===== config.mk =====
export PLATFORM = sky130hd
export DESIGN_NAME = ujb_bridge
export DESIGN_NICKNAME = d
export VERILOG_FILES = /design/src/rtl/ujb_pkg.sv /design/src/rtl/ujb_bridge.sv
export SDC_FILE = /design/constraint.sdc
export NUM_CORES = 1
export LEC_CHECK = 0
export BUFFER_PORTS_ARGS = -buffer_cell sky130_fd_sc_hd__buf_2
export CAP_MARGIN = 5
export CELL_PAD_IN_SITES_DETAIL_PLACEMENT = 1
export CELL_PAD_IN_SITES_GLOBAL_PLACEMENT = 1
export CORE_ASPECT_RATIO = 1.75
export CORE_UTILIZATION = 44
export CTS_CLUSTER_SIZE = 28
export DETAILED_ROUTE_END_ITERATION = 8
export MAX_ROUTING_LAYER = met4
export PLACE_DENSITY_LB_ADDON = 0.1
export SETUP_SLACK_MARGIN = 0.4
export SYNTH_ARGS = -nofsm -noshare
export SYNTH_HDL_FRONTEND = slang
export SYNTH_SLANG_ARGS = --single-unit

===== constraint.sdc =====
create_clock -name i_clk -period 4.2 [get_ports i_clk]
set_clock_uncertainty 0.15 [all_clocks]
set_input_delay 1.05 -clock i_clk [delete_from_list [all_inputs] [get_ports i_clk]]
set_output_delay 1.05 -clock i_clk [all_outputs]
set_load 0.005 [all_outputs]

===== src/rtl/ujb_pkg.sv =====
// constants shared by the user-jtag data bridge
`default_nettype none
package ujb_pkg;
	// ****************************************************************
	// instruction codes
	// ****************************************************************
	localparam logic [7:0] UJB_USER_LO    = 8'h10;
	localparam logic [7:0] UJB_USER_HI    = 8'h7F;
	localparam logic [7:0] UJB_I_TUNE     = 8'h10;
	localparam logic [7:0] UJB_I_ROM_ADDR = 8'h11;
	localparam logic [7:0] UJB_I_ROM_READ = 8'h12;
	localparam logic [7:0] UJB_I_SRAM     = 8'h13;
	localparam logic [7:0] UJB_I_DBG_RR   = 8'h14;
	localparam logic [7:0] UJB_I_DBG_BASE = 8'h20;
	localparam int         UJB_DBG_MAX    = 96;

	// ****************************************************************
	// read-only store layout
	// ****************************************************************
	localparam int UJB_ROM_PAGES  = 8;
	localparam int UJB_ROM_PAGE_W = 128;
	localparam int UJB_ROM_AW     = 3;

	// ****************************************************************
	// tap flag sampling and debug register edge choice
	// ****************************************************************
	localparam int UJB_SYNC_W     = 13;
	localparam int UJB_B_TCK      = 0;
	localparam int UJB_B_TDI      = 1;
	localparam int UJB_B_SHIFT    = 2;
	localparam int UJB_B_UPDATE   = 3;
	localparam int UJB_B_CAPTURE  = 4;
	localparam int UJB_B_INSTR    = 5;
	localparam int UJB_EDGE_NONE  = 0;
	localparam int UJB_EDGE_RISE  = 1;
	localparam int UJB_EDGE_FALL  = 2;
endpackage
`default_nettype wire


===== src/rtl/ujb_bridge.sv =====
// user logic behind the user jtag tile: tuning, debug mux, rom readout, sram init
// Operation
// - tune shift register takes tdi bits on tck only while dr shift flag high
// - dr update copies the tune shift register into the parameter in one step
// - parameter output stays unchanged while shifting is in progress
// - debug mux picks one internal net per user instruction code from 32 up, at most 127
// - selected net drives user serial out, optionally registered on either tck edge
// - optionally several nets go out in turn, one per rising tck edge
// - read-only store addressed as eight pages of 128 bits
// - store page comes serially from host over tdi or from core logic
// - page fetched in parallel without clock, then sent bit by bit
// - readout shifter advances only while dr shift flag high
// - readout loads and shifts by watching capture and shift flags
// - sram init words received serially and written by this logic
// - instruction copy is 8 bits, changing only at ir update
// - shift, update, capture flags high only in their dr states
// - user serial out reaches tdo only while instruction is in user range
// - user test clock and serial input are straight tck and tdi
`default_nettype none
module ujb_bridge
	import ujb_pkg::*;
#(
	parameter int                 PARAM_W    = 16,
	parameter logic [PARAM_W-1:0] PARAM_INIT = '0,
	parameter int                 NUM_NETS   = 8,
	parameter int                 DEBUG_EDGE = ujb_pkg::UJB_EDGE_RISE,
	parameter int                 SRAM_W     = 8,
	parameter int                 SRAM_AW    = 8
) (
	input  wire logic                                 i_clk,
	input  wire logic                                 i_rst,
	input  wire logic                                 i_user_test_clock,
	input  wire logic                                 i_user_serial_in,
	input  wire logic                                 i_dr_shift_flag,
	input  wire logic                                 i_dr_update_flag,
	input  wire logic                                 i_dr_capture_flag,
	input  wire logic [7:0]                           i_instr_reg_copy,
	input  wire logic [NUM_NETS-1:0]                  i_test_nets,
	input  wire logic                                 i_core_page_sel,
	input  wire logic [ujb_pkg::UJB_ROM_AW-1:0]       i_core_page,
	input  wire logic [ujb_pkg::UJB_ROM_PAGE_W-1:0]   i_rom_data,
	output logic      [PARAM_W-1:0]                   o_param,
	output logic                                      o_user_serial_out,
	output logic                                      o_user_range,
	output logic      [ujb_pkg::UJB_ROM_AW-1:0]       o_rom_page,
	output logic                                      o_sram_we,
	output logic      [SRAM_AW-1:0]                   o_sram_addr,
	output logic      [SRAM_W-1:0]                    o_sram_wdata
);
	import ujb_pkg::*;

	localparam int NET_IW = (NUM_NETS > 1) ? $clog2(NUM_NETS) : 1;
	localparam int SBC_W  = $clog2(SRAM_W + 1);

	generate
		if (NUM_NETS < 2 || NUM_NETS > UJB_DBG_MAX || PARAM_W < 1 || SRAM_W < 2 ||
		    SRAM_AW < 1 || DEBUG_EDGE < UJB_EDGE_NONE || DEBUG_EDGE > UJB_EDGE_FALL) begin : g_bad
			$error("ujb_bridge: parameter out of range");
		end
	endgenerate

	// ****************************************************************
	// pin synchroniser
	// ****************************************************************
	// tck is far slower than i_clk, so all tap pins are sampled as plain
	// levels; a clean tck edge is seen as soon as stage two takes it, against the old level in stage three
	logic [UJB_SYNC_W-1:0] sync1_q;
	logic [UJB_SYNC_W-1:0] sync2_q;
	logic                  tck3_q;
	logic                  upd3_q;
	logic                  cap3_q;
	logic [UJB_SYNC_W-1:0] pins;

	assign pins = {i_instr_reg_copy, i_dr_capture_flag, i_dr_update_flag,
	               i_dr_shift_flag, i_user_serial_in, i_user_test_clock};

	always_ff @(posedge i_clk) begin
		if (i_rst) begin
			sync1_q <= '0;
			sync2_q <= '0;
			tck3_q  <= 1'b0;
			upd3_q  <= 1'b0;
			cap3_q  <= 1'b0;
		end else begin
			sync1_q <= pins;
			sync2_q <= sync1_q;
			tck3_q  <= sync2_q[UJB_B_TCK];
			upd3_q  <= sync2_q[UJB_B_UPDATE];
			cap3_q  <= sync2_q[UJB_B_CAPTURE];
		end
	end

	logic       tck_rise;
	logic       tck_fall;
	logic       upd_rise;
	logic       cap_rise;
	logic       tdi;
	logic       shift_on;
	logic [7:0] instr;
	logic       in_user;
	logic       is_dbg;
	logic [7:0] dbg_off;

	// flags used as tap state markers
	assign tck_rise = sync2_q[UJB_B_TCK] & ~tck3_q;
	assign tck_fall = ~sync2_q[UJB_B_TCK] & tck3_q;
	assign upd_rise = sync2_q[UJB_B_UPDATE] & ~upd3_q;
	assign cap_rise = sync2_q[UJB_B_CAPTURE] & ~cap3_q;
	assign tdi      = sync2_q[UJB_B_TDI];
	assign shift_on = sync2_q[UJB_B_SHIFT] & tck_rise;
	// eight-bit instruction copy, only changed by the tap at ir update
	assign instr    = sync2_q[UJB_B_INSTR +: 8];
	assign in_user  = (instr >= UJB_USER_LO) && (instr <= UJB_USER_HI);
	assign dbg_off  = instr - UJB_I_DBG_BASE;
	assign is_dbg   = (instr >= UJB_I_DBG_BASE) && (dbg_off < 8'(NUM_NETS));

	// ****************************************************************
	// datapath registers
	// ****************************************************************
	logic [PARAM_W-1:0]        tune_sr_q,  tune_sr_d;
	logic [PARAM_W-1:0]        param_q,    param_d;
	logic [UJB_ROM_AW-1:0]     addr_sr_q,  addr_sr_d;
	logic [UJB_ROM_AW-1:0]     host_pg_q,  host_pg_d;
	logic [UJB_ROM_AW-1:0]     page_q,     page_d;
	logic [UJB_ROM_PAGE_W-1:0] rom_sr_q,   rom_sr_d;
	logic [SRAM_W-1:0]         sram_sr_q,  sram_sr_d;
	logic [SBC_W-1:0]          sram_cnt_q, sram_cnt_d;
	logic [SRAM_AW-1:0]        sram_a_q,   sram_a_d;
	logic [SRAM_AW-1:0]        sram_wa_q,  sram_wa_d;
	logic [SRAM_W-1:0]         sram_wd_q,  sram_wd_d;
	logic                      sram_we_q,  sram_we_d;
	logic [NET_IW-1:0]         rr_idx_q,   rr_idx_d;
	logic                      sout_q,     sout_d;
	logic                      range_q,    range_d;
	logic                      dbg_take;

	always_comb begin
		tune_sr_d  = tune_sr_q;
		param_d    = param_q;
		addr_sr_d  = addr_sr_q;
		host_pg_d  = host_pg_q;
		rom_sr_d   = rom_sr_q;
		sram_sr_d  = sram_sr_q;
		sram_cnt_d = sram_cnt_q;
		sram_a_d   = sram_a_q;
		sram_wa_d  = sram_wa_q;
		sram_wd_d  = sram_wd_q;
		sram_we_d  = 1'b0;
		rr_idx_d   = rr_idx_q;
		sout_d     = sout_q;
		dbg_take   = 1'b0;

		if (shift_on && instr == UJB_I_TUNE) begin
			tune_sr_d = {tdi, tune_sr_q[PARAM_W-1:1]};
		end
		// parameter only moves at a tune update
		if (upd_rise && instr == UJB_I_TUNE) begin
			param_d = tune_sr_q;
		end

		if (shift_on && instr == UJB_I_ROM_ADDR) begin
			addr_sr_d = {tdi, addr_sr_q[UJB_ROM_AW-1:1]};
		end
		if (upd_rise && instr == UJB_I_ROM_ADDR) begin
			host_pg_d = addr_sr_q;
		end
		// parallel load at capture, then one bit per shifting tck
		if (instr == UJB_I_ROM_READ) begin
			if (cap_rise) begin
				rom_sr_d = i_rom_data;
			end else if (shift_on) begin
				rom_sr_d = {1'b0, rom_sr_q[UJB_ROM_PAGE_W-1:1]};
			end
		end

		// assemble words and write each one when full
		if (instr == UJB_I_SRAM) begin
			if (cap_rise) begin
				sram_cnt_d = '0;
				sram_a_d   = '0;
			end else if (shift_on) begin
				sram_sr_d = {tdi, sram_sr_q[SRAM_W-1:1]};
				if (sram_cnt_q == SBC_W'(SRAM_W - 1)) begin
					sram_cnt_d = '0;
					sram_we_d  = 1'b1;
					sram_wa_d  = sram_a_q;
					sram_wd_d  = {tdi, sram_sr_q[SRAM_W-1:1]};
					sram_a_d   = sram_a_q + 1'b1;
				end else begin
					sram_cnt_d = sram_cnt_q + 1'b1;
				end
			end
		end

		// choose the edge on which the debug net is sampled
		unique case (DEBUG_EDGE)
			UJB_EDGE_RISE: dbg_take = tck_rise;
			UJB_EDGE_FALL: dbg_take = tck_fall;
			default:       dbg_take = 1'b1;
		endcase

		if (instr == UJB_I_ROM_READ) begin
			sout_d = rom_sr_d[0];
		end else if (instr == UJB_I_TUNE) begin
			sout_d = tune_sr_d[0];
		end else if (is_dbg) begin
			if (dbg_take) begin
				sout_d = i_test_nets[dbg_off[NET_IW-1:0]];
			end
		end else if (instr == UJB_I_DBG_RR) begin
			if (tck_rise) begin
				sout_d   = i_test_nets[rr_idx_q];
				rr_idx_d = (rr_idx_q == NET_IW'(NUM_NETS - 1)) ? '0 : rr_idx_q + 1'b1;
			end
		end else begin
			sout_d = 1'b0;
		end
		if (instr != UJB_I_DBG_RR) begin
			rr_idx_d = '0;
		end
	end

	assign page_d  = i_core_page_sel ? i_core_page : host_pg_q;
	// output qualifies the serial path toward tdo
	assign range_d = in_user;

	always_ff @(posedge i_clk) begin
		if (i_rst) begin
			tune_sr_q  <= '0;
			// default until the first matching update
			param_q    <= PARAM_INIT;
			addr_sr_q  <= '0;
			host_pg_q  <= '0;
			page_q     <= '0;
			rom_sr_q   <= '0;
			sram_sr_q  <= '0;
			sram_cnt_q <= '0;
			sram_a_q   <= '0;
			sram_wa_q  <= '0;
			sram_wd_q  <= '0;
			sram_we_q  <= 1'b0;
			rr_idx_q   <= '0;
			sout_q     <= 1'b0;
			range_q    <= 1'b0;
		end else begin
			tune_sr_q  <= tune_sr_d;
			param_q    <= param_d;
			addr_sr_q  <= addr_sr_d;
			host_pg_q  <= host_pg_d;
			page_q     <= page_d;
			rom_sr_q   <= rom_sr_d;
			sram_sr_q  <= sram_sr_d;
			sram_cnt_q <= sram_cnt_d;
			sram_a_q   <= sram_a_d;
			sram_wa_q  <= sram_wa_d;
			sram_wd_q  <= sram_wd_d;
			sram_we_q  <= sram_we_d;
			rr_idx_q   <= rr_idx_d;
			sout_q     <= sout_d;
			range_q    <= range_d;
		end
	end

	assign o_param           = param_q;
	assign o_user_serial_out = sout_q;
	assign o_user_range      = range_q;
	assign o_rom_page        = page_q;
	assign o_sram_we         = sram_we_q;
	assign o_sram_addr       = sram_wa_q;
	assign o_sram_wdata      = sram_wd_q;

	// ****************************************************************
	// assertions
	// ****************************************************************
	property p_tune_shift;
		@(posedge i_clk) disable iff (i_rst)
		$changed(tune_sr_q) |-> $past(shift_on && instr == UJB_I_TUNE);
	endproperty
	a_tune_shift: assert property (p_tune_shift) else $error("tune shift without shift flag");
	property p_update_copy;
		@(posedge i_clk) disable iff (i_rst)
		(upd_rise && instr == UJB_I_TUNE) |=> (o_param == $past(tune_sr_q));
	endproperty
	a_update_copy: assert property (p_update_copy) else $error("update did not copy");
	property p_param_stable;
		@(posedge i_clk) disable iff (i_rst)
		$changed(o_param) |-> $past(upd_rise && instr == UJB_I_TUNE);
	endproperty
	a_param_stable: assert property (p_param_stable) else $error("parameter moved");
	property p_param_shift_hold;
		@(posedge i_clk) disable iff (i_rst)
		(sync2_q[UJB_B_SHIFT] && !upd_rise) |=> $stable(o_param);
	endproperty
	a_param_shift_hold: assert property (p_param_shift_hold) else $error("param moved in shift");
	property p_reset_default;
		@(posedge i_clk) i_rst |=> (o_param == PARAM_INIT);
	endproperty
	a_reset_default: assert property (p_reset_default) else $error("param not default");
	property p_rom_load;
		@(posedge i_clk) disable iff (i_rst)
		(cap_rise && instr == UJB_I_ROM_READ) |=> (rom_sr_q == $past(i_rom_data));
	endproperty
	a_rom_load: assert property (p_rom_load) else $error("rom page not loaded");
	property p_rom_static;
		@(posedge i_clk) disable iff (i_rst)
		$changed(rom_sr_q) |-> $past((shift_on || cap_rise) && instr == UJB_I_ROM_READ);
	endproperty
	a_rom_static: assert property (p_rom_static) else $error("rom shifter moved");
	// outside the user range the flag must drop and the serial bit stay quiet
	property p_user_range;
		@(posedge i_clk) disable iff (i_rst)
		1'b1 |=> (o_user_range == $past(in_user)) && (o_user_range || !o_user_serial_out);
	endproperty
	a_user_range: assert property (p_user_range) else $error("user range flag wrong");
	property p_sram_pulse;
		@(posedge i_clk) disable iff (i_rst)
		o_sram_we |=> !o_sram_we;
	endproperty
	a_sram_pulse: assert property (p_sram_pulse) else $error("sram write not one cycle");
	property p_rr_hold;
		@(posedge i_clk) disable iff (i_rst)
		(instr == UJB_I_DBG_RR && !tck_rise) |=> $stable(o_user_serial_out);
	endproperty
	a_rr_hold: assert property (p_rr_hold) else $error("round robin out moved between edges");

	c_tune_update: cover property (@(posedge i_clk) upd_rise && instr == UJB_I_TUNE);
	c_rom_read:    cover property (@(posedge i_clk) shift_on && instr == UJB_I_ROM_READ);
	c_sram_write:  cover property (@(posedge i_clk) o_sram_we);
	c_debug_net:   cover property (@(posedge i_clk) is_dbg && dbg_take);
endmodule
`default_nettype wire


==> results.md, run 1 <==
- Unrepaired setup endpoints after global routing: no
- Mean Syn Cell Area: 9.22 µm²
- Layout Cells excl Fill: approximately 1400
- Hold crit path type: reg -> reg
- Worst Path Required: between 4 and 5 ns
- DP HPWL: about 16 mm
- Crit start category: flip-flop
- All-layer global routing usage: 22.4%
- CP endpoint kind: flip-flop
- Worst-margin pin slew: 1.02 ns
- Footprint of the multi-input gates: 4270 µm²
- Vias per cell: between 5 and 6
- Row count: 70
- Commonest cells after routing, fill and taps aside: 239 x dfxtp_1, 191 x buf_2, 181 x nor2_1
- Die footprint: 22000 µm²
- Fin util: 53.7%
- Distinct cells, synth: 45
- Core ar.: between 20000 and 25000 µm²
- Clk_lat worst skew: around 0.50 ns
- Total CTS buffers: 23
- Final Power: 0.00458 W
- H-tree depth: 1
- Port bufs: 192
- # setup viols final: 0
- Clock root buffer: clkbuf_16
- Die X: 113 µm
- CTS tree: yes
- Synth warn: 0
- RePlAce Congestion: 0.822
- Cell Area, Synth: between 9000 and 10000 µm²
- Drc violations: 0
- Chip height: 196 µm
- Global-route wire length before repair: 39.7 mm
- Cell count after synthesis: roughly 1000
- Boundary Pins: a little under 200
- Nets: 1314
- Layout fillers: 2459
- Max Clk Rate: 0.368 GHz
- Crit path DAT: 2.97 ns
- Share of layout cells above drive strength 1: about 22%
- Post-CTS Setup Repair Bufs: 0
- Outcome: finished clean
- WL final: 23.9 mm
- Via count of the first global-routing pass: 8272
- Total negative slack: 0 ns
- Post-synth top area share: just over 50%
- Routed len/inst: 16.7 µm
- Initial Util: 45.0%
- Max-slew violations: 0
- Largest net degree at the start of global routing: around 250
- Clock transition at path regs: about 0.06 ns
- Normalized max-slew margin: 31.8%
- # hold bufs at CTS: 0
- FF+latch count, synth: 239
- Area delta synth->final: 19.3%
- Initial antenna violation count: 6
- DRT antenna net count: 0
- Static leakage: 4.19 nW
- Syn Nets: 1182
- IR drop worst, VDD: 0.322 mV
- Most common cell after layout, fill and taps aside: dfxtp_1
- Overflow after GRT: 0
- TritonRoute pass-1 iters: 6
- Register area: 4780 µm²
- Tmin final: 2.72 ns
- Final Hold Fails: 0
- Inst Count DP: roughly 1400
- CTS resizes: 0
- P per Cell Area: 407 nW/µm²
- Register area share after synthesis: between 50% and 60%
- Synth area leaders: dfxtp_1 51%, a211oi_1 10%, a22oi_1 10%
- Crit path max fanout: 253
- Clk buf depth: 3
- DR iter-0 viols: 456
- Fin crit share: 64.8%
- Hold WS: around 0.29 ns
- Clk sinks: 239
- Crit path kind: reg -> reg
- Vias: 8114
- Max cap viols: 0
- Dominant cell type by area after synthesis: dfxtp_1
## cells in the mapped netlist (all sizes together)
| master | n |
|---|---|
| or3 | 2 |
| a22oi | 127 |
| mux2 | 1 |
| xor2 | 5 |
| ha | 5 |
| a2bb2oi | 1 |
| nand2 | 64 |
| and3 | 2 |
| dfxtp | 239 |
| o21ai | 3 |
| nor4b | 1 |
| o211ai | 2 |
| a311oi | 1 |
| and2 | 2 |
| a211oi | 127 |
| nor4 | 2 |
| nand3 | 10 |
| mux4 | 2 |
| nand2b | 4 |
| o31ai | 3 |
| nand4 | 4 |
| clkbuf | 76 |
| a41oi | 1 |
| nor3 | 9 |
| inv | 6 |
| nand3b | 2 |
| or4 | 4 |
| xnor2 | 1 |
| mux2i | 46 |
| nor2 | 182 |
| a21oi | 33 |
| nor2b | 32 |
| or4b | 2 |
| a31oi | 1 |
| buf | 16 |
| a21o | 2 |
| nor3b | 2 |
## metrics by stage
stage | instance area [µm²] | setup slack, ns
after floorplan | 9420 | 1.97
after detailed placement | 10500 | 1.47
after CTS | 11200 | 1.46
after global placement | 10500 | 1.57
after global routing | 11200 | 1.29
final | 11200 | 1.48
## final timing paths
kind,start,to,slack (ns),depth (start not counted)
hold / removal,sync1_q[12],sync2_q[12],0.29,1
setup reg to reg,sync2_q[6],rom_sr_q[59],1.48,6
setup / recovery,sync2_q[6],rom_sr_q[59],1.48,6
hold reg to reg,sync1_q[12],sync2_q[12],0.29,1
## registers in the layout, indices dropped and copies added, names as in the netlist, 3 cells and up
register and cells:
rom_sr_q 128, o_param 16, tune_sr_q 16, sync1_q 13
sync2_q 13, o_sram_addr 8, o_sram_wdata 8, sram_a_q 8
sram_sr_q 7, sram_cnt_q 4, addr_sr_q 3, host_pg_q 3
o_rom_page 3, rr_idx_q 3
## worst max-delay path, stage by stage (launching register included)
cell,delay [ns]
dfxtp_1,0.50
nor3b_1,0.25
nand4_1,0.25
a21oi_4,0.20
buf_12,0.68
nor2_1,0.15
a211oi_1,0.30
## report_power, final
part | internal, W | total [W] | switching [W]
clock | 0.00121 | 0.00208 | 0.000869
combinational | 0.0000964 | 0.000205 | 0.000109
sequential | 0.00228 | 0.00229 | 0.00000954
total | 0.00359 | 0.00458 | 0.000987
## cell type report
| class | instances | area share, % |
|---|---|---|
| clock inverter | 12 | 1.00 |
| clock buffer | 29 | 5.76 |
| sequential | 239 | 42.6 |
| multi-input combinational | 685 | 38.0 |
| antenna | 8 | 0.178 |
| inverter | 6 | 0.200 |
| tap | 252 | 2.80 |
| timing repair buffer | 199 | 9.51 |
## cell families after synthesis
| family | Yosys count | share of synthesized area, % |
|---|---|---|
| simple gates | 324 | 15.3 |
| compound gates | 301 | 23.0 |
| flops | 239 | 50.8 |
| buf+inv | 98 | 4.18 |
| mux | 49 | 5.48 |
| xor+xnor | 6 | 0.558 |
| fa+ha+maj | 5 | 0.664 |
## routing by layer
layer  vias to the layer above  GRT usage, %  routed length [µm]
met5                         -             -                   0
met4                         0          7.06                 481
met3                        35          3.85                1030
met2                       158          40.4               12600
met1                      3953          24.8                9800
li1                       3968             -                   -
(Power assumes the default switching activity.)
==> run 2, diff against run 1 <==
--- a/config.mk
+++ b/config.mk
@@ -10,7 +10,7 @@
 export CELL_PAD_IN_SITES_DETAIL_PLACEMENT = 1
 export CELL_PAD_IN_SITES_GLOBAL_PLACEMENT = 1
 export CORE_ASPECT_RATIO = 1.75
-export CORE_UTILIZATION = 44
+export CORE_UTILIZATION = 41
 export CTS_CLUSTER_SIZE = 28
 export DETAILED_ROUTE_END_ITERATION = 8
 export MAX_ROUTING_LAYER = met4
==> constraint.sdc (replaced) <==
create_clock -name i_clk -period 2.61 [get_ports i_clk]
set_clock_uncertainty 0.15 [all_clocks]
set_input_delay 0.6525 -clock i_clk [delete_from_list [all_inputs] [get_ports i_clk]]
set_output_delay 0.6525 -clock i_clk [all_outputs]
set_load 0.005 [all_outputs]
==> run 2 against run 1 <==
  * Worst setup slack got worse by 1.1 ns
  * Critical path type unchanged
  * Utilization shrank 0.88 points
  * Critical path depth increased by 2
  * Wire length grew 9.1%
  * Critical endpoint is now o_sram_wdata[3]
  * Highest routed layer unchanged
  * Largest power group unchanged
  * Combinational power increased by 76%
==> results.md, run 2 (synthesized netlist as in run 1, its figures left out) <==
- Drc violations: 0 (unchanged)
- Row count: 73 (+4.3%)
- Hold path cells: 2 (+1)
- Vias per cell: 5.50 (-3.1%)
- Clk sinks: 239 (unchanged)
- Hold crit path type: in -> reg
- Initial Util: 41.6% (-3.4 points)
- Static leakage: 4.53 nW (+8.0%)
- Die footprint: 23600 µm² (+7.2%)
- Tmin final: 2.21 ns (-0.515 ns)
- CP endpoint kind: flip-flop
- Worst-margin pin slew: 0.597 ns (-0.426 ns)
- Reg2Reg Depth: 8 (+2)
- Unrepaired setup endpoints after global routing: yes
- Boundary Pins: 193 (unchanged)
- Normalized max-slew margin: 60.2% (+28 points)
- TritonRoute pass-1 iters: 6 (unchanged)
- WL final: 26.1 mm (+9.1%)
- Crit path DAT: 2.49 ns (-0.48 ns)
- Crit path kind: reg -> reg
- Max-slew violations: 0 (unchanged)
- DR iter-0 viols: 405 (-11%)
- Max Clk Rate: 0.453 GHz (+23%)
- Crit path max fanout: 8 (-97%)
- Routed metal-1 wirelength: 10.4 mm (+6.6%)
- Vias: 8288 (+2.1%)
- Share of layout cells above drive strength 1: 26.1% (+4.5 points)
- Clock transition at path regs: 0.06 ns (about the same)
- Routed len/inst: 17.3 µm (+3.5%)
- Largest reg by FF count: rom_sr_q
- Nets: 1345 (+2.4%)
- Global-route wire length before repair: 41.1 mm (+3.5%)
- # hold bufs at CTS: 0 (unchanged)
- RePlAce Congestion: 0.776 (-5.7%)
- DP HPWL: 16.5 mm (+6.3%)
- Most common cell after layout, fill and taps aside: dfxtp_1
- WL met3: 1.15 mm (+12%)
- Area delta synth->final: 27.0%
- Clock root buffer: clkbuf_16
- CTS tree: yes
- DRT antenna net count: 0 (unchanged)
- Initial antenna violation count: 7 (+1)
- H-tree depth: 1 (unchanged)
- # setup viols final: 0 (unchanged)
- Clk_lat worst skew: 0.51 ns (about the same)
- Layout Cells excl Fill: 1507 (+5.4%)
- Crit start category: flip-flop
- Fin crit share: 84.5% (+20 points)
- Routed wl met2: 14.0 mm (+11%)
- Max cap viols: 0 (unchanged)
- Port bufs: 192 (unchanged)
- IR drop worst, VDD: 0.422 mV (+31%)
- Total CTS buffers: 24 (+4.3%)
- Outcome: finished clean
- Total negative slack: 0 ns (unchanged)
- Chip height: 203 µm (+3.6%)
- P per Cell Area: 625 nW/µm² (+53%)
- Via count of the first global-routing pass: 8427 (+1.9%)
- Clk buf depth: 3 (unchanged)
- Largest net degree at the start of global routing: 130 (-49%)
- Core ar.: 22700 µm² (+8.2%)
- Die X: 117 µm (+3.5%)
- Final Hold Fails: 0 (unchanged)
- Overflow after GRT: 0 (unchanged)
- Worst Path Required: 2.89 ns (-1.56 ns)
- Top sig layer: met4
- All-layer global routing usage: 22.3% (-0.11 points)
- Commonest cells after routing, fill and taps aside: 235 x dfxtp_1, 191 x buf_2, 181 x nor2_1
- Inst Count DP: 1447 (+4.8%)
- Largest register FFs: 128 (unchanged)
-- run 2: power breakdown --
group	switching [W]	leakage, nW	internal (W)	total (W)
registers	0.0000155	1.93	0.00367	0.00369
logic	0.000190	2.21	0.000170	0.000361
clock network	0.00142	0.383	0.00201	0.00343
-- run 2: cell type report --
class,instances,area [µm²]
Antenna cell,7,17.5
Clock buffer,36,727
Clock inverter,5,52.6
Fill cell,2658,10700
Inverter,6,22.5
Multi-Input combinational cell,685,4440
Sequential cell,239,4790
Tap cell,300,375
Timing Repair Buffer,229,1540
-- run 2: path summary, 6_finish.rpt --
path / start / endpoint / slack [ns]
min: i_dr_update_flag / sync1_q[3] / 0.20
max: sync2_q[12] / o_sram_wdata[3] / 0.40
max reg2reg: sync2_q[12] / o_sram_wdata[3] / 0.40
min reg2reg: sync1_q[9] / sync2_q[9] / 0.29
-- run 2: per-stage QoR --
| stage | util, % | hold WS (ns) | instance area [µm²] | total power, W | worst slack (ns) |
|---|---|---|---|---|---|
| after floorplan | - | 0.264 | 9430 | 0.00393 | 0.418 |
| after global placement | 47.6 | 0.266 | 10800 | 0.00412 | 0.288 |
| after detailed placement | 47.6 | 0.277 | 10800 | 0.00413 | 0.182 |
| after CTS | 51.7 | 0.177 | 11700 | 0.00758 | 0.353 |
| after global routing | 52.8 | 0.195 | 12000 | 0.00774 | 0.336 |
| final | 52.8 | 0.195 | 12000 | 0.00748 | 0.405 |
-- run 2: metal layers --
layer	GRT usage, %	vias up
met5	-	-
met4	6.06	0
met3	3.91	32
met2	40.3	160
met1	24.6	4063
li1	-	4033
-- run 2: timing repair --
item	4_1_cts	5_1_grt
buffers inserted	5	3
setup endpoints to repair	93	105
pin swaps	8	16
gates resized for setup	15	43
cloned	2	2
-- run 2: worst max-delay path: stages (launching register included) --
cell and delay [ns]:
dfxtp_4 0.34, or4_4 0.55, nor3_4 0.25, buf_12 0.17, buf_6 0.10, and3_4 0.22, buf_12 0.15, nand2_2 0.06
a21oi_2 0.13
